## src/hdl/lbc_pkg.sv

```systemverilog
// Shared constants for the LED buck configuration link: frame layout,
// device register map, controller register map and link timing.
// Assumes both ends run from the same 20 MHz mclk.
// ----------------------------------------------------------------------
// ----------------------------------------------------------------------
package lbc_pkg;
   // ------------------------------------------------------------------
   // Link frame layout.
   // ------------------------------------------------------------------
   localparam int FRAME_BITS = 16;
   localparam int FRAME_WR_BIT = 15;
   localparam int ADDR_BITS = 7;
   localparam int DATA_BITS = 8;
   localparam logic [4:0] CNT_ADDR_DONE = 5'h07;
   localparam logic [4:0] CNT_DATA_START = 5'h08;
   localparam logic [4:0] CNT_FRAME_LAST = 5'h0F;
   localparam logic [4:0] CNT_FRAME_FULL = 5'h10;
   // ------------------------------------------------------------------
   // Device register map.
   // ------------------------------------------------------------------
   localparam logic [6:0] ADDR_TARGET_CH1 = 7'h02;
   localparam logic [6:0] ADDR_TARGET_CH2 = 7'h03;
   localparam logic [6:0] ADDR_TARGET_CH3 = 7'h04;
   localparam logic [6:0] ADDR_RANGE = 7'h05;
   localparam logic [6:0] ADDR_RIPPLE_CH1 = 7'h0B;
   localparam logic [6:0] ADDR_RIPPLE_CH2 = 7'h0C;
   localparam logic [6:0] ADDR_RIPPLE_CH3 = 7'h0D;
   localparam logic [6:0] ADDR_UV_THRESHOLD = 7'h0F;
   localparam logic [6:0] ADDR_SUPPLY_LEVEL = 7'h38;
   localparam logic [7:0] RANGE_MASK = 8'h07;
   localparam logic [7:0] RIPPLE_MASK = 8'h03;
   localparam logic [7:0] REG_RESET = 8'h00;
   localparam logic [7:0] READ_UNMAPPED = 8'h00;
   // ------------------------------------------------------------------
   // Controller register map on AHB-Lite.
   // ------------------------------------------------------------------
   localparam logic [7:0] OFS_CMD = 8'h00;
   localparam logic [7:0] OFS_STATUS = 8'h04;
   localparam logic [7:0] OFS_IRQ_STATUS = 8'h08;
   localparam logic [7:0] OFS_IRQ_CLEAR = 8'h0C;
   localparam logic [7:0] OFS_IRQ_ENABLE = 8'h10;
   localparam int STATUS_BUSY_BIT = 0;
   localparam int STATUS_RDATA_LSB = 8;
   localparam int IRQ_DONE_BIT = 0;
   localparam logic [1:0] HTRANS_NONSEQ = 2'h2;
   localparam logic HRESP_OKAY = 1'b0;
   // ------------------------------------------------------------------
   // Link timing: half a link clock period in mclk cycles.
   // ------------------------------------------------------------------
   localparam int MCLK_HZ = 20_000_000;
   localparam int LINK_HALF_NS = 400;
   localparam int LINK_HALF_CYC = (LINK_HALF_NS * (MCLK_HZ / 1_000_000)) / 1000;
   typedef enum logic [1:0] {
      LBC_IDLE = 2'b00,
      LBC_SETUP = 2'b01,
      LBC_SHIFT = 2'b10,
      LBC_END = 2'b11
   } lbc_state_t;
endpackage : lbc_pkg

```

## src/hdl/lbc_link_if.sv

```systemverilog
// Four-wire serial link between the controller and the LED driver.
// Assumes the testbench instantiates it and connects both ends.
interface lbc_link_if;
   logic sclk;
   logic csb_n;
   logic sdi;
   logic sdo;
   modport dev (input sclk, input csb_n, input sdi, output sdo);
   modport host (output sclk, output csb_n, output sdi, input sdo);
endinterface : lbc_link_if

```

## src/hdl/lbc_dev.sv

```systemverilog
// Driver end: link slave, configuration registers and channel gating.
// Assumes link pins and dimming inputs are asynchronous to mclk.
module lbc_dev
   import lbc_pkg::*;
(
   // Clock and reset.
   input wire logic mclk,
   input wire logic rst_n,
   // Link.
   lbc_link_if.dev link,
   // Measurement and dimming.
   input wire logic [7:0] supply_level_code,
   input wire logic [2:0] dim_input,
   input wire logic [2:0] dim_ctrl_en,
   // Configuration outputs.
   output logic [7:0] target_code_first,
   output logic [7:0] target_code_second,
   output logic [7:0] target_code_third,
   output logic range_sel_first,
   output logic range_sel_second,
   output logic range_sel_third,
   output logic [1:0] ripple_sel_first,
   output logic [1:0] ripple_sel_second,
   output logic [1:0] ripple_sel_third,
   output logic [7:0] uv_threshold_value,
   // Status and gates.
   output logic supply_above_uv_flag,
   output logic [2:0] gate_drive_out,
   output logic link_error
);
   // ------------------------------------------------------------------
   // Input synchronisers.
   // ------------------------------------------------------------------
   logic [5:0] sync1;
   logic [5:0] sync2;
   logic sclk_d;
   logic sclk_s;
   logic csb_s;
   logic sdi_s;
   logic [2:0] dim_s;
   logic rise;
   logic fall;
   localparam logic [5:0] SYNC_IDLE = 6'h02;
   always_ff @(posedge mclk or negedge rst_n) begin
      if (!rst_n) begin
         sync1 <= SYNC_IDLE;
         sync2 <= SYNC_IDLE;
         sclk_d <= 1'b0;
      end else begin
         sync1 <= {dim_input, link.sdi, link.csb_n, link.sclk};
         sync2 <= sync1;
         sclk_d <= sync2[0];
      end
   end
   assign sclk_s = sync2[0];
   assign csb_s = sync2[1];
   assign sdi_s = sync2[2];
   assign dim_s = sync2[5:3];
   assign rise = sclk_s & ~sclk_d & ~csb_s;
   assign fall = ~sclk_s & sclk_d & ~csb_s;
   // ------------------------------------------------------------------
   // Register store.
   // ------------------------------------------------------------------
   logic [7:0] tgt [3];
   logic [2:0] rng;
   logic [1:0] rip [3];
   logic [7:0] uv_thr;
   logic [14:0] rx;
   logic [4:0] cnt;
   logic [7:0] tx;
   logic [15:0] frame;
   assign frame = {rx, sdi_s};
   function automatic logic [7:0] rd_mux(input logic [6:0] a);
      logic [7:0] r;
      r = READ_UNMAPPED;
      case (a)
         ADDR_TARGET_CH1: r = tgt[0];
         ADDR_TARGET_CH2: r = tgt[1];
         ADDR_TARGET_CH3: r = tgt[2];
         ADDR_RANGE: r = {5'h00, rng};
         ADDR_RIPPLE_CH1: r = {6'h00, rip[0]};
         ADDR_RIPPLE_CH2: r = {6'h00, rip[1]};
         ADDR_RIPPLE_CH3: r = {6'h00, rip[2]};
         ADDR_UV_THRESHOLD: r = uv_thr;
         ADDR_SUPPLY_LEVEL: r = supply_level_code;
         default: r = READ_UNMAPPED;
      endcase
      return r;
   endfunction : rd_mux
   // Writes commit at the last rising link edge and apply at once.
   always_ff @(posedge mclk or negedge rst_n) begin
      if (!rst_n) begin
         for (int i = 0; i < 3; i++) begin
            tgt[i] <= REG_RESET;
            rip[i] <= 2'h0;
         end
         rng <= 3'h0;
         uv_thr <= REG_RESET;
         link_error <= 1'b0;
      end else if (rise && cnt == CNT_FRAME_LAST && frame[FRAME_WR_BIT]) begin
         case (frame[14:8])
            ADDR_TARGET_CH1: tgt[0] <= frame[7:0];
            ADDR_TARGET_CH2: tgt[1] <= frame[7:0];
            ADDR_TARGET_CH3: tgt[2] <= frame[7:0];
            ADDR_RANGE: rng <= frame[2:0] & RANGE_MASK[2:0];
            ADDR_RIPPLE_CH1: rip[0] <= frame[1:0] & RIPPLE_MASK[1:0];
            ADDR_RIPPLE_CH2: rip[1] <= frame[1:0] & RIPPLE_MASK[1:0];
            ADDR_RIPPLE_CH3: rip[2] <= frame[1:0] & RIPPLE_MASK[1:0];
            ADDR_UV_THRESHOLD: uv_thr <= frame[7:0];
            ADDR_SUPPLY_LEVEL: link_error <= link_error;
            default: link_error <= 1'b1;
         endcase
      end
   end
   // ------------------------------------------------------------------
   // Link shifter.
   // ------------------------------------------------------------------
   always_ff @(posedge mclk or negedge rst_n) begin
      if (!rst_n) begin
         rx <= 15'h0000;
         cnt <= 5'h00;
         tx <= 8'h00;
         link.sdo <= 1'b0;
      end else if (csb_s) begin
         cnt <= 5'h00;
         link.sdo <= 1'b0;
      end else if (rise && cnt != CNT_FRAME_FULL) begin
         rx <= frame[14:0];
         cnt <= cnt + 5'h01;
         if (cnt == CNT_ADDR_DONE) begin
            tx <= rd_mux(frame[6:0]);
         end
      end else if (fall && cnt >= CNT_DATA_START && cnt != CNT_FRAME_FULL) begin
         link.sdo <= tx[7];
         tx <= {tx[6:0], 1'b0};
      end
   end
   // ------------------------------------------------------------------
   // Outputs and channel gating.
   // ------------------------------------------------------------------
   always_ff @(posedge mclk or negedge rst_n) begin
      if (!rst_n) begin
         supply_above_uv_flag <= 1'b0;
         gate_drive_out <= 3'h0;
      end else begin
         supply_above_uv_flag <= supply_level_code > uv_thr;
         gate_drive_out <= dim_s & dim_ctrl_en & {3{supply_level_code > uv_thr}};
      end
   end
   assign target_code_first = tgt[0];
   assign target_code_second = tgt[1];
   assign target_code_third = tgt[2];
   assign range_sel_first = rng[0];
   assign range_sel_second = rng[1];
   assign range_sel_third = rng[2];
   assign ripple_sel_first = rip[0];
   assign ripple_sel_second = rip[1];
   assign ripple_sel_third = rip[2];
   assign uv_threshold_value = uv_thr;
endmodule : lbc_dev

```

## src/flat_wrapper.sv

```systemverilog
// flat-port wrapper written by rule: the top's interface ports become plain ports
module lbc_dev_flat import lbc_pkg::*;
  (mclk, rst_n, supply_level_code, dim_input, dim_ctrl_en, target_code_first, target_code_second, target_code_third, range_sel_first, range_sel_second, range_sel_third, ripple_sel_first, ripple_sel_second, ripple_sel_third, uv_threshold_value, supply_above_uv_flag, gate_drive_out, link_error, link_sclk, link_csb_n, link_sdi, link_sdo);
  lbc_link_if link_i ();
  input wire logic mclk;
  input wire logic rst_n;
  input wire logic [7:0] supply_level_code;
  input wire logic [2:0] dim_input;
  input wire logic [2:0] dim_ctrl_en;
  output logic [7:0] target_code_first;
  output logic [7:0] target_code_second;
  output logic [7:0] target_code_third;
  output logic range_sel_first;
  output logic range_sel_second;
  output logic range_sel_third;
  output logic [1:0] ripple_sel_first;
  output logic [1:0] ripple_sel_second;
  output logic [1:0] ripple_sel_third;
  output logic [7:0] uv_threshold_value;
  output logic supply_above_uv_flag;
  output logic [2:0] gate_drive_out;
  output logic link_error;
  input wire logic [$bits(link_i.sclk)-1:0] link_sclk;
  input wire logic [$bits(link_i.csb_n)-1:0] link_csb_n;
  input wire logic [$bits(link_i.sdi)-1:0] link_sdi;
  output wire logic [$bits(link_i.sdo)-1:0] link_sdo;
  assign link_i.sclk = link_sclk;
  assign link_i.csb_n = link_csb_n;
  assign link_i.sdi = link_sdi;
  assign link_sdo = link_i.sdo;
  lbc_dev u_core (.mclk(mclk), .rst_n(rst_n), .link(link_i), .supply_level_code(supply_level_code), .dim_input(dim_input), .dim_ctrl_en(dim_ctrl_en), .target_code_first(target_code_first), .target_code_second(target_code_second), .target_code_third(target_code_third), .range_sel_first(range_sel_first), .range_sel_second(range_sel_second), .range_sel_third(range_sel_third), .ripple_sel_first(ripple_sel_first), .ripple_sel_second(ripple_sel_second), .ripple_sel_third(ripple_sel_third), .uv_threshold_value(uv_threshold_value), .supply_above_uv_flag(supply_above_uv_flag), .gate_drive_out(gate_drive_out), .link_error(link_error));
endmodule
```

## config.mk

```make
export PLATFORM = sky130hd
export DESIGN_NAME = lbc_dev_flat
export DESIGN_NICKNAME = d
export VERILOG_FILES = /design/src/hdl/lbc_pkg.sv /design/src/hdl/lbc_link_if.sv /design/src/hdl/lbc_dev.sv /design/src/flat_wrapper.sv
export SDC_FILE = /design/constraint.sdc
export NUM_CORES = 1
export LEC_CHECK = 0
export BUFFER_PORTS_ARGS = -buffer_cell sky130_fd_sc_hd__buf_2
export CELL_PAD_IN_SITES_DETAIL_PLACEMENT = 1
export CELL_PAD_IN_SITES_GLOBAL_PLACEMENT = 2
export CORE_UTILIZATION = 33
export DETAILED_ROUTE_END_ITERATION = 10
export GPL_TIMING_DRIVEN = 0
export PLACE_DENSITY = 0.72
export SLEW_MARGIN = 20
export SYNTH_ARGS = -nofsm -noshare
export SYNTH_HDL_FRONTEND = slang
export SYNTH_SLANG_ARGS = --single-unit
```

## constraint.sdc

```tcl
create_clock -name mclk -period 2.5 [get_ports mclk]
set_input_delay 0.375 -clock mclk [delete_from_list [all_inputs] [get_ports mclk]]
set_output_delay 0.375 -clock mclk [all_outputs]
set_load 0.05 [all_outputs]
```

== After elaboration in Yosys (flattened, before gate mapping) ==
Index checks and enable logic that the tools add are counted.

* Bits in latches: 0
* Memories: 0
* Register bits after elaboration: 88
* Memory bits (writable): 0
* Logic and storage cells: 84
* Bits in read-only memories: 0
* Input port bits: 19
* Output and inout port bits: 47

* Equal/unequal tests: 23
* Reduce and logical (&&, ||, !) cells: 21
* $lt $le $gt $ge: 2
* Add/sub/neg operators: 1
* Multiply operators: 0
* Shift operators: 0
* Bitwise operators: 10
* Divide/modulo/power cells: 0
* Muxes and demuxes: 9

{| class="wikitable"
|+ Operators with widths
! kind !! count
|-
| $pmux 8 s9 || 1
|-
| $eq 7x4->1 const B || 8
|-
| $eq 7x2->1 const B || 4
|-
| $eq 7x3->1 const B || 4
|-
| $mux 8 || 3
|-
| $reduce_and 2->1 || 11
|-
| $eq 7x6->1 const B || 2
|-
| $mux 5 || 2
|-
| $reduce_or 9->1 || 1
|-
| $gt 8x8->1 || 1
|-
| $and 3x3->3 || 2
|-
| $reduce_bool 2->1 || 3
|-
| $add 5x1->5 const B || 1
|-
| $eq 5x3->1 const B || 1
|-
| $eq 5x4->1 const B || 1
|-
| $ge 5x4->1 const B || 1
|-
| $logic_and 1x1->1 || 5
|-
| $ne 5x5->1 const B || 1
|-
| $and 1x1->1 || 4
|-
| $not 1->1 || 4
|-
| $mux 1 || 3
|-
| $reduce_and 3->1 || 1
|-
| $ne 2x1->1 const B || 1
|-
| $ne 2x2->1 const B || 1
|}

== Logic depth before layout (Yosys ltp) ==
Gate-level depths: netlist (run 1).

* Word-level depth: 8
* Mapped depth: 8
* Gate-level depth less buffers: 7

== Least setup slack after synthesis (run 1) ==
Ideal clock, no wire load.

* Path kind: register -> register
* Start: reg u_core.cnt[0]
* End: reg u_core.tgt (netlist bit u_core.target_code_third[0])
* Buffers on the path: 0
* Setup time: 0.125 ns
* Cell stages (with the launch flop): 8
* Slack: 0.529 ns
* Data required time: 2.375 ns
* Period minus slack after synthesis: 1.971 ns
* Arrival time: 1.846 ns
* Path through: dfrtp_1 > ha_1 > and3_1 > ha_1 > and3_1 > nand2_1 > nor3_4 > mux2_2

* Cells in the longest elaborated chain, start to end: 4

{| class="wikitable"
|+ RTL lines
! item !! line !! source
|-
| from (decl) || lbc_dev.sv:69 || <nowiki>logic [4:0] cnt;</nowiki>
|-
| from (signal assigned) || lbc_dev.sv:129 || <nowiki>cnt <= cnt + 5'h01;</nowiki>
|-
| $eq 5x4->1 || lbc_dev.sv:100 || <nowiki>end else if (rise && cnt == CNT_FRAME_LAST && frame[FRAME_WR_BIT]) begin</nowiki>
|-
| $logic_and 1x1->1 (2 in a row) || lbc_dev.sv:100 ||
|-
| $reduce_and 2->1 (no source line) || - ||
|-
| to (decl) || lbc_dev.sv:64 || <nowiki>logic [7:0] tgt [3];</nowiki>
|}

Every way passes these cells.
A chain may end at the register's enable or synchronous reset.

== Worst setup path in the final report (run 1) ==
* Start: reg u_core.cnt[0]
* End: reg u_core.tgt (netlist bit u_core.target_code_second[2])

Same word-level chain as after synthesis.

==> flow_results.org, run 1 <==
** STA
- Final worst path period share :: 0.9493
- Measured against its own limit, the worst slew margin works out to 0.4488.
- RSZ-0062 raised after global routing :: no
- Clock skew after layout :: 0.008760 ns
- Min Clock Period, post-route :: 2.373 ns
- Sum of negative setup slack :: 0 ns
- The count of endpoints failing hold in the final timing report was 5.
- Worst setup margin :: 0.1267 ns
- The max-slew violation count was 0.
- Setup violations remaining at the end of the flow were counted as 0.
- Actual slew at the worst max-slew pin :: 0.8200 ns
- Worst hold margin :: -0.007428 ns
- Based on the critical path, the design can be clocked at up to 421.4 MHz.

** Clocking
- The cell sitting at the root of the clock tree is a clkbuf_16.
- Buffers inserted during clock tree synthesis total 9.
- Latest clock arrival within the worst-skew pair :: 0.35 ns
- The H-tree generated during clock tree synthesis spans 3 levels.
- After clock tree synthesis, the clock-pin slew on the worst setup and hold paths is 0.07 ns.
- Hold_buf cts :: 0
- Number of setup buffers added after CTS :: 0
- Counting every sink on the clock net gives 88.
- TritonCTS built the clock tree.
- In this run, post-CTS repair resized a total of 0 instances.
- The longest clock path from root to sink contains 2 buffers.

** Layout
- Top library cells by usage in the layout, fill and taps aside :: dfrtp_1 (86), buf_2 (74), mux2_2 (45)
- Utilization after layout :: 0.4177
- The library cell used most frequently in the layout, excluding fill and tap cells, is dfrtp_1.
- From synthesis to final layout, the design area changed by 21.77%.
- Final instance area :: 5101 µm²
- Nets@finish :: 454
- Filler Cells Inserted :: 1360
- Of the cells placed in the final design, the portion with a size suffix greater than 1 is 0.3636.
- After the flow finishes, the layout carries non-filler instances totaling 597.
- 0 antenna diodes ended up in the layout.

** Place
- Worst slack at placement :: 0.1329 ns
- Port bufs :: 65
- Post-detail-place hpwl :: 7847 µm
- Gp weighted congestion :: 0.7351
- Placed Cells :: 581
- The placed instances occupy a cell area of 4761 µm².

** Floorplanning
- The die covers 13150 µm².
- The floorplan step set the die width to 114.7 µm.
- The die is 114.7 µm tall.
- Core area :: 12210 µm²
- Row count :: 40
- Initial cell density of the core :: 0.3430
- Boundary pin count :: 66

** Pwr
- IR analysis of the VDD net gives a maximum drop of 0.3849 mV.
- Power per Cell Area :: 713.2 nW/µm²
- Final Total Pwr :: 3.638 mW
- The analysis attributes to cell leakage a power of 2.465 nW.

** Drt
- Antenna Violating Nets Remaining :: 0
- 1st-pass router iterations :: 4
- Average wire length per cell after detail routing :: 17.69 µm
- After detailed routing, the number of remaining DRC violations is 0.
- After detailed routing, the number of vias per cell comes to 4.968.
- Via count :: 2966
- For this block, the initial DRC count from the detailed router was 119.
- For this block, the routed nets add up to 10560 µm of wire.

** Logic synthesis
- Post-synthesis compound-gate area fraction :: 0.1069
- Syn. warnings :: 0
- Total nets after synthesis :: 377
- The cell area that synthesis handed to floorplanning was 4189 µm².
- Of the total synthesized cell area, the portion taken by AND, OR, NAND and NOR gates is 0.1380.
- Synthesis inferred 88 register bits.
- Most instantiated flip-flop cell in the synthesis netlist :: dfrtp_1
- Proportion of synthesized flip-flops having asynchronous set or reset :: 1.000
- Number of cells produced by synthesis :: 347
- The average instance in the mapped netlist occupies 12.07 µm².
- Of the total synthesized cell area, the portion taken by full adders, half adders and majority gates is 0.03286.
- Post-synthesis share of cell area spent on xor and xnor gates :: 0.002091
- Largest family of logic cells by synthesized area :: multiplexers
- After synthesis, the netlist uses 54 different library cells.
- The synthesized design contains 0 enable-type register cells.
- The portion of synthesized area spent on multiplexers is 0.1595.
- The share of the Yosys chip area taken by registers is 0.5263.

** Global routing
- GR Overflow Total :: 0
- Number of global-route vias before repair :: 3140
- The initial antenna violation count was 0.
- Maximum number of pins on one net before global-route repair :: 54
- Wire length of the first global-routing pass :: 17250 µm
- Global-route usage over all layers :: 0.1771

** Setup path
- The number of buffers and inverters on the critical path is 0.
- STA classifies the critical path startpoint as a flop.
- Data on the critical path arrives at its endpoint at 2.60 ns.
- Element type at the critical path end :: flop
- Largest delay share family, worst path :: simple AND/OR/NAND/NOR gates
- The most numerous cell type found on the critical path is ha_1.
- The largest single stage delay on the critical path is 0.68 ns.
- Along the worst path, the maximum fanout reaches 8.
- For this design, the slowest cell found on the critical path is nor4b_4.
- Worst setup path category :: flop to flop
- At the worst endpoint, the required time is 2.73 ns.
- Worst-path cell chain :: ha_1, and3_1, ha_1, nand3_4, nor4b_4, mux2_2

** Job
- Number of max-cap violations :: 0

** Status
- The checks that failed: hold timing.
- The flow ran to the end, but the final reports show violations.

** Worst hold path
- Class of the worst hold path :: input pin to asynchronous set/reset pin
==> registers in the layout (all words and copies together), names as in the netlist, 3 cells and up <==
signal / count
u_core.rx: 15
u_core.target_code_first: 8
u_core.target_code_second: 8
u_core.target_code_third: 8
u_core.tx: 8
u_core.uv_threshold_value: 8
u_core.sync1: 6
u_core.sync2: 6
u_core.cnt: 5
u_core.gate_drive_out: 3
u_core.rng: 3
==> cells in the mapped netlist, drive strengths merged, types with 6 or more instances <==
| cell | n | share of area |
|---|---|---|
| mux2i | 15 | 0.036 |
| a22oi | 7 | 0.013 |
| nand3 | 10 | 0.015 |
| nand2 | 31 | 0.028 |
| clkbuf | 6 | 0.0054 |
| nor3b | 10 | 0.022 |
| buf | 12 | 0.016 |
| a221o | 7 | 0.017 |
| mux2 | 46 | 0.12 |
| ha | 11 | 0.033 |
| a21oi | 7 | 0.0093 |
| dfrtp | 86 | 0.51 |
| inv | 15 | 0.013 |
| o21ai | 15 | 0.018 |
| nor2 | 7 | 0.0063 |
==> routing by layer <==
metal	track usage	vias to the layer above	routed length, µm
met5	0	-	0
met4	0.05974	0	150
met3	0.04023	12	293
met2	0.2788	40	5026
met1	0.2404	1501	5089
li1	-	1413	-
==> path summary, 6_finish.rpt <==
kind | from | to | slack [ns] | cells past startpoint
hold reg to reg | u_core.sync1[3] | u_core.sync2[3] | 0.35 | 0
hold / removal | rst_n | u_core.ripple_sel_first[1] | -0.007 | 1
setup / recovery | u_core.cnt[0] | u_core.target_code_second[2] | 0.13 | 6
setup reg to reg | u_core.cnt[0] | u_core.target_code_second[2] | 0.13 | 6
max in group asynchronous | rst_n | u_core.gate_drive_out[2] | 1.87 | 2
min in group mclk | dim_input[0] | u_core.sync1[3] | 0.13 | 1
==> report_power, final <==
part | total (mW) | leakage, nW | switching (mW) | internal [mW]
Sequential | 1.58 | 1.18 | 0.0770 | 1.50
Clock | 1.53 | 0.164 | 0.589 | 0.939
Combinational | 0.531 | 1.12 | 0.342 | 0.189
==> area by class of cell <==
cell class,instances,area (µm²),share of cell area
flip-flops and latches,88,2205,0.4322
multi-input cells,226,1847,0.3620
repair buffers,66,355.3,0.06966
clock buffers,11,252.7,0.04955
well taps,168,210.2,0.04121
clock inverters,5,87.58,0.01717
plain buffers,18,87.58,0.01717
inverters,15,56.30,0.01104
==> kinds of logic (layout without fill, tap and decap cells) <==
kind of cell,after synthesis,after routing
AOI/OAI and AO/OA,61,61
xor gates and xnor gates,1,1
adders and majority gates,11,11
buffers and inverters,33,115
DFF,88,88
muxes,61,61
and+or+nand+nor,92,92
(Power assumes the default switching activity.)
==> inputs of run 2 (changes only) <==
--- a/config.mk
+++ b/config.mk
@@ -8,10 +8,12 @@
 export BUFFER_PORTS_ARGS = -buffer_cell sky130_fd_sc_hd__buf_2
 export CELL_PAD_IN_SITES_DETAIL_PLACEMENT = 1
 export CELL_PAD_IN_SITES_GLOBAL_PLACEMENT = 2
+export CORE_MARGIN = 4
 export CORE_UTILIZATION = 33
 export DETAILED_ROUTE_END_ITERATION = 10
 export GPL_TIMING_DRIVEN = 0
 export PLACE_DENSITY = 0.72
+export SETUP_SLACK_MARGIN = 0.3
 export SLEW_MARGIN = 20
 export SYNTH_ARGS = -nofsm -noshare
 export SYNTH_HDL_FRONTEND = slang
==> constraint.sdc (replaced) <==
create_clock -name mclk -period 3.05 [get_ports mclk]
set_input_delay 0.4575 -clock mclk [delete_from_list [all_inputs] [get_ports mclk]]
set_output_delay 0.4575 -clock mclk [all_outputs]
set_load 0.05 [all_outputs]
==> flow_results.org, run 2 (synthesized netlist as in run 1, its figures left out) <==
** Status
- Status :: finished, final reports clean

** Clocking
- Register clock-pin slew on the reported worst setup and hold paths :: 0.06 ns
- Clk sinks :: 88
- The clock tree synthesis step divided the H-tree into 3 levels.
- CTS tree :: yes
- For the worst-skew pair, the clock arrives at the later sink with an insertion delay of 0.35 ns.
- Hold_buf cts :: 0
- Root buffer selected by CTS :: clkbuf_16
- Buffers inserted during clock tree synthesis total 9.
- The clock passes through at most 2 buffers.
- Number of setup buffers added after CTS :: 0
- Post-CTS repair changed the size of 0 cells.

** STA
- Final setup violation count :: 0
- In this run the tightest slew margin relative to its limit is 0.4210.
- At the pin with the least slew margin, the transition time is 0.8614 ns.
- Min Clock Period, post-route :: 2.317 ns
- For the final routed database, the setup TNS stands at 0 ns.
- The count of endpoints failing hold in the final timing report is 0.
- In the finished design, the share of the clock period the worst path needs comes to 0.7597.
- The clock arrives with 0.008426 ns of skew.
- Number of max-slew violations in the final report :: 0
- Upper clock frequency limit :: 431.6 MHz
- RSZ-0062 raised after global routing :: no

** Job
- Max-cap violations in this run came to 0.

** Place
- Once detailed placement completed, the half-perimeter wirelength came to 8111 µm.
- Port bufs :: 65
- Gp weighted congestion :: 0.7525

** Layout
- Area taken by flip-flops and latches :: 2205 µm²
- The number of antenna diodes in the final layout is 0.
- Most common cell after layout, fill and taps aside :: dfrtp_1
- For this run, the share of the core covered by cells in the final layout is 0.4130.
- In the final layout, the share of cells above drive strength 1 is 0.3613.
- Reg with most FFs :: u_core.rx
- The final layout contains 454 nets.
- Summing all multi-input logic gate instances after layout gives 1847 µm².
- The area growth from synthesis to layout is 20.40%.
- Filler Cells Inserted :: 1355
- Top library cells by usage in the layout, fill and taps aside :: dfrtp_1 (86), buf_2 (74), mux2_2 (45)
- Max FFs per register :: 15

** Setup path
- Peak fanout along the critical path :: 8
- For this run, the slowest stage of the critical path takes 0.63 ns.
- Category of the worst setup path launch point :: flop
- Among the stages of the critical path, the cell type that occurs most often is ha_1.
- Traced cell by cell, the critical path runs through ha_1, and3_1, ha_1, nand3_4, nor4b_4, mux2_2.
- For this design, the slowest cell found on the critical path is nor4b_4.
- The setup path with the least slack is of type flop to flop.
- STA puts the critical path data required time at 3.29 ns.
- At the worst endpoint, the arrival time is 2.55 ns.
- Element type at the critical path end :: flop

** Drt
- Wires add up to 10700 µm.
- In the routed layout, each cell is associated on average with a via count of 4.992.
- Via count :: 2980
- The pre-antenna-repair detailed-routing pass consisted of 4 iterations.
- In the final routed layout, each cell accounts on average for 17.91 µm.
- Antenna Violating Nets Remaining :: 0
- Remaining routing DRC violations :: 0
- Detailed Route Iter0 Violations :: 99

** Global routing
- The first global-routing pass estimated 17480 µm of wire.
- Summed over all layers, the global routing overflow is 0.
- In the global route stage, overall resource usage came out at 0.1570.
- Number of global-route vias before repair :: 3239
- Antenna violations before repair :: 0
- Maximum number of pins on one net before global-route repair :: 50

** Pwr
- The share of total power dissipated in sequential elements is 0.465.
- Of the total power, the share spent switching nets is 0.2942.
- Worst IR drop on VDD :: 0.2653 mV
- Cell-internal power :: 1.965 mW
- Of the total power, the clock network draws 0.379.
- The share of total power dissipated in combinational logic is 0.156.
- Leakage power total :: 2.430 nW
- Power per Cell Area :: 551.9 nW/µm²
- For this design the total switching power over the nets is 0.8188 mW.

** Floorplanning
- Core area :: 12210 µm²
- The initial utilization of the core area, before any placement, comes to 0.3430.
- Die span in x :: 120.7 µm
- The die is 120.7 µm tall.
- Row generation in the floorplan step produced 40 rows.
- Pin placement for this block handled 66 I/O pins.
- The floorplan step defined a die boundary enclosing 14560 µm².

** Worst hold path
- Class of the worst hold path :: input pin to asynchronous set/reset pin
run 2: changes by cell type in the layout (fill, tap and decap cells not counted), sizes merged:
cell,delta
bufinv,-2
clkinvlp,+2
run 2: metal layers:
| layer | GRT usage | up-vias | share of wire |
|---|---|---|---|
| li1 | - | 1420 | - |
| met1 | 0.2072 | 1497 | 0.47 |
| met2 | 0.2518 | 50 | 0.48 |
| met3 | 0.03648 | 13 | 0.037 |
| met4 | 0.05737 | 0 | 0.017 |
| met5 | 0 | - | 0 |
run 2: worst max-delay path: cells and delay by family (launching register included):
kind | cells | cell delay, ns
flip-flops | 1 | 0.40
AND/OR/NAND/NOR | 3 | 0.95
adder cells (fa/ha/maj) | 2 | 0.44
multiplexers | 1 | 0.41
run 2: worst paths after layout:
kind	startpoint	cells after the start	to	slack, ns
max	u_core.cnt[0]	6	u_core.target_code_second[7]	0.73
min	rst_n	1	u_core.ripple_sel_first[1]	0.08
max reg2reg	u_core.cnt[0]	6	u_core.target_code_second[7]	0.73
min reg2reg	u_core.sync1[4]	0	u_core.sync2[4]	0.35
max in group asynchronous	rst_n	2	u_core.sync2[5]	2.35
min in group mclk	link_csb_n	1	u_core.sync1[1]	0.21
run 2: area by class of cell:
type | count | share of cell area
plain buffers | 18 | 0.01737
clock buffers | 11 | 0.04813
clock inverters | 5 | 0.007938
inverters | 15 | 0.01116
multi-input cells | 226 | 0.3662
flip-flops and latches | 88 | 0.4371
well taps | 168 | 0.04168
repair buffers | 66 | 0.07045
run 2: power groups by stage:
stage               clock (mW)  sequential, mW  combinational, mW
detailed placement           0            1.32              0.438
global placement             0            1.31              0.418
finish                    1.05            1.30              0.434
floorplan                    0            1.30              0.287
CTS                       1.09            1.30              0.440
global route              1.14            1.31              0.483
run 2: per-stage QoR:
stage / area, µm² / std cells / setup WS, ns / power [mW] / hold WS [ns]
floorplan: 4189 / 347 / 1.079 / 1.590 / 0.1619
global placement: 4725 / 580 / 0.7313 / 1.732 / 0.3352
detailed placement: 4761 / 581 / 0.7224 / 1.755 / 0.3363
CTS: 5044 / 597 / 0.7113 / 2.830 / 0.09931
global route: 5044 / 597 / 0.5425 / 2.931 / 0.1216
finish: 5044 / 597 / 0.7329 / 2.783 / 0.08303
==> inputs of run 3 (changes only) <==
==> constraint.sdc (replaced) <==
create_clock -name mclk -period 2.3 [get_ports mclk]
set_input_delay 0.345 -clock mclk [delete_from_list [all_inputs] [get_ports mclk]]
set_output_delay 0.345 -clock mclk [all_outputs]
set_load 0.05 [all_outputs]
==> flow_results.org, run 3 (synthesized netlist as in run 1, its figures left out) <==
** Drt
- Antenna Violating Nets Remaining :: 0
- After detailed routing, the average wire length per cell comes to 18.16 µm.
- In the routed design, unresolved DRC markers number 0.
- Mean number of vias per cell :: 4.995
- The routed design has 11120 µm of wire.
- Detailed Route Iter0 Violations :: 151
- For this run, the detailed router's first-pass iteration total came to 4.
- Via count :: 3057

** Pwr
- Of the total power, the share spent switching nets is 0.2964.
- Power per Cell Area :: 698.4 nW/µm²
- Worst IR drop on VDD :: 0.3536 mV
- The analysis attributes to cell leakage a power of 2.569 nW.
- Reg power frac :: 0.461
- Cell internal power was estimated by the tool at 2.627 mW.
- The share of total power dissipated in combinational logic is 0.163.
- The share of total power dissipated in the clock network is 0.376.
- Net Switching :: 1.107 mW

** Setup path
- The worst setup path is launched from a flop.
- At the worst endpoint, the required time is 2.54 ns.
- The worst setup path is captured at a flop.
- Peak fanout along the critical path :: 8
- The setup path with the least slack is of type flop to flop.
- Endpoint arrival time on the critical path :: 2.21 ns

** Job
- Number of max-cap violations :: 0

** Place
- Input and output buffers added on the ports amount to 65.
- Worst slack at placement :: -0.02756 ns
- Post-detail-place hpwl :: 8111 µm
- Gp weighted congestion :: 0.7525

** STA
- The max-slew violation count came to 0.
- Based on the critical path, the design can be clocked at up to 506.5 MHz.
- Final worst path period share :: 0.8583
- Actual slew at the worst max-slew pin :: 0.8686 ns
- The worst path meets setup with 0.3258 ns of slack.
- The clock arrives with 0.008857 ns of skew.
- RSZ-0062 raised after global routing :: yes
- The worst path needs 1.974 ns of the cycle, external delays included.
- Worst-case headroom to the max-slew limit :: 0.4161
- The count of endpoints failing hold in the final timing report came to 0.
- Setup violations remaining at the end of the flow were counted as 0.

** Layout
- Across the whole layout, storage elements account for 2206 µm².
- Reg with most FFs :: u_core.rx
- Top library cells by usage in the layout, fill and taps aside :: dfrtp_1 (85), buf_2 (69), mux2_2 (36)
- Number of antenna cells inserted :: 0
- Nets@finish :: 469
- Max FFs per register :: 15
- Fraction of layout cells with a size suffix above 1 :: 0.4099
- Filler Cells Inserted :: 1343
- Most common cell after layout, fill and taps aside :: dfrtp_1
- Relative to the synthesized area, the layout overhead comes to 27.63%.
- At the end of the flow the core is filled with cells to 0.4378.
- Summing all multi-input logic gate instances after layout gives 1966 µm².

** Clocking
- The tree is rooted in a clkbuf_16.
- CTS tree :: yes
- Latest clock arrival within the worst-skew pair :: 0.35 ns
- CTS H-tree lvls :: 3
- In this run, CTS created clock tree buffers numbering 9.
- The tree built by TritonCTS fans out to 88 sinks.
- Register clock-pin slew on the reported worst setup and hold paths :: 0.07 ns
- CTS max path bufs :: 2

** Status
- Status :: finished, final reports clean

** Global routing
- GR Overflow Total :: 0
- The number of global-route vias before repair was 3301.
- The first global-routing pass estimated 17910 µm of wire.
- For this run, the total global-route usage over all layers was measured as 0.1607.
- The initial antenna violation count was 0.
- Maximum number of pins on one net before global-route repair :: 50

** Floorplanning
- The total area inside the core boundary comes to 12210 µm².
- The floorplan step set the die width to 120.7 µm.
- 66 I/O pins were placed.
- Initial cell density of the core :: 0.3430
- Row count :: 40
- In this run the vertical extent of the chip is 120.7 µm.
- The floorplan step defined a die boundary enclosing 14560 µm².

** Worst hold path
- The min-delay analysis places its worst path in the category input pin to flop.
-- run 3: cell count changes in the layout (fill, tap and decap cells not counted), sizes merged --
cell and change:
clkbuf +1, buf +13, dlygate4sd3 +1
-- run 3: critical path, stage by stage (launching register included) --
cell and delay [ns]:
dfrtp_1 0.41, ha_4 0.16, and3_4 0.19, ha_4 0.14, and3_4 0.21, nand2_4 0.06, nor3_4 0.22, buf_12 0.16
mux2_2 0.33
-- run 3: final cells by class --
class / count / area share
multi-input combinational: 226 / 0.3677
sequential: 88 / 0.4126
tap: 168 / 0.03932
timing repair buffer: 81 / 0.09642
clock buffer: 11 / 0.04540
clock inverter: 5 / 0.007489
inverter: 15 / 0.01053
buffer: 18 / 0.02059
-- run 3: final timing paths --
check                                 from                           to  slack [ns]  depth (start not counted)
max                          u_core.cnt[1]  u_core.target_code_third[4]        0.33                          8
max reg2reg                  u_core.cnt[1]  u_core.target_code_third[4]        0.33                          8
max in group asynchronous            rst_n                 u_core.rx[5]        1.16                          3
min reg2reg                u_core.sync1[4]              u_core.sync2[4]        0.35                          0
min                             link_csb_n              u_core.sync1[1]        0.09                          1
min in group asynchronous            rst_n   u_core.ripple_sel_third[1]        0.51                          2
-- run 3: repair_timing --
action,CTS,global route
setup buffers,10,4
resized for setup,14,28
hold buffers,1,0
pin swaps,6,7
endpoints found under the setup margin,42,41
endpoints found under the hold margin,20,0
-- run 3: power by group through the flow --
| stage | Combinational, mW | Clock (mW) | Sequential (mW) |
|---|---|---|---|
| global placement | 0.555 | 0 | 1.74 |
| CTS | 0.595 | 1.45 | 1.72 |
| detailed placement | 0.581 | 0 | 1.75 |
| floorplan | 0.380 | 0 | 1.73 |
| finish | 0.609 | 1.40 | 1.72 |
| global route | 0.672 | 1.52 | 1.73 |
-- run 3: stage by stage --
stage	TNS, ns	std cells	instance area (µm²)	hold slack [ns]	total power [mW]
2_1_floorplan	0	347	4189	0.04941	2.109
3_3_place_gp	-0.01749	580	4725	0.3352	2.297
3_5_place_dp	-0.1818	581	4761	0.3363	2.327
4_1_cts	0	608	5224	0.07719	3.764
6_report	0	612	5346	0.09290	3.734
5_1_grt	0	612	5346	0.07677	3.922
-- run 3: routing by layer --
| metal | GRT usage | vias to the layer above | routed length, µm |
|---|---|---|---|
| met4 | 0.05737 | 0 | 183 |
| li1 | - | 1446 | - |
| met2 | 0.2613 | 40 | 5282 |
| met1 | 0.2104 | 1559 | 5340 |
| met3 | 0.03648 | 12 | 310 |
| met5 | 0 | - | 0 |
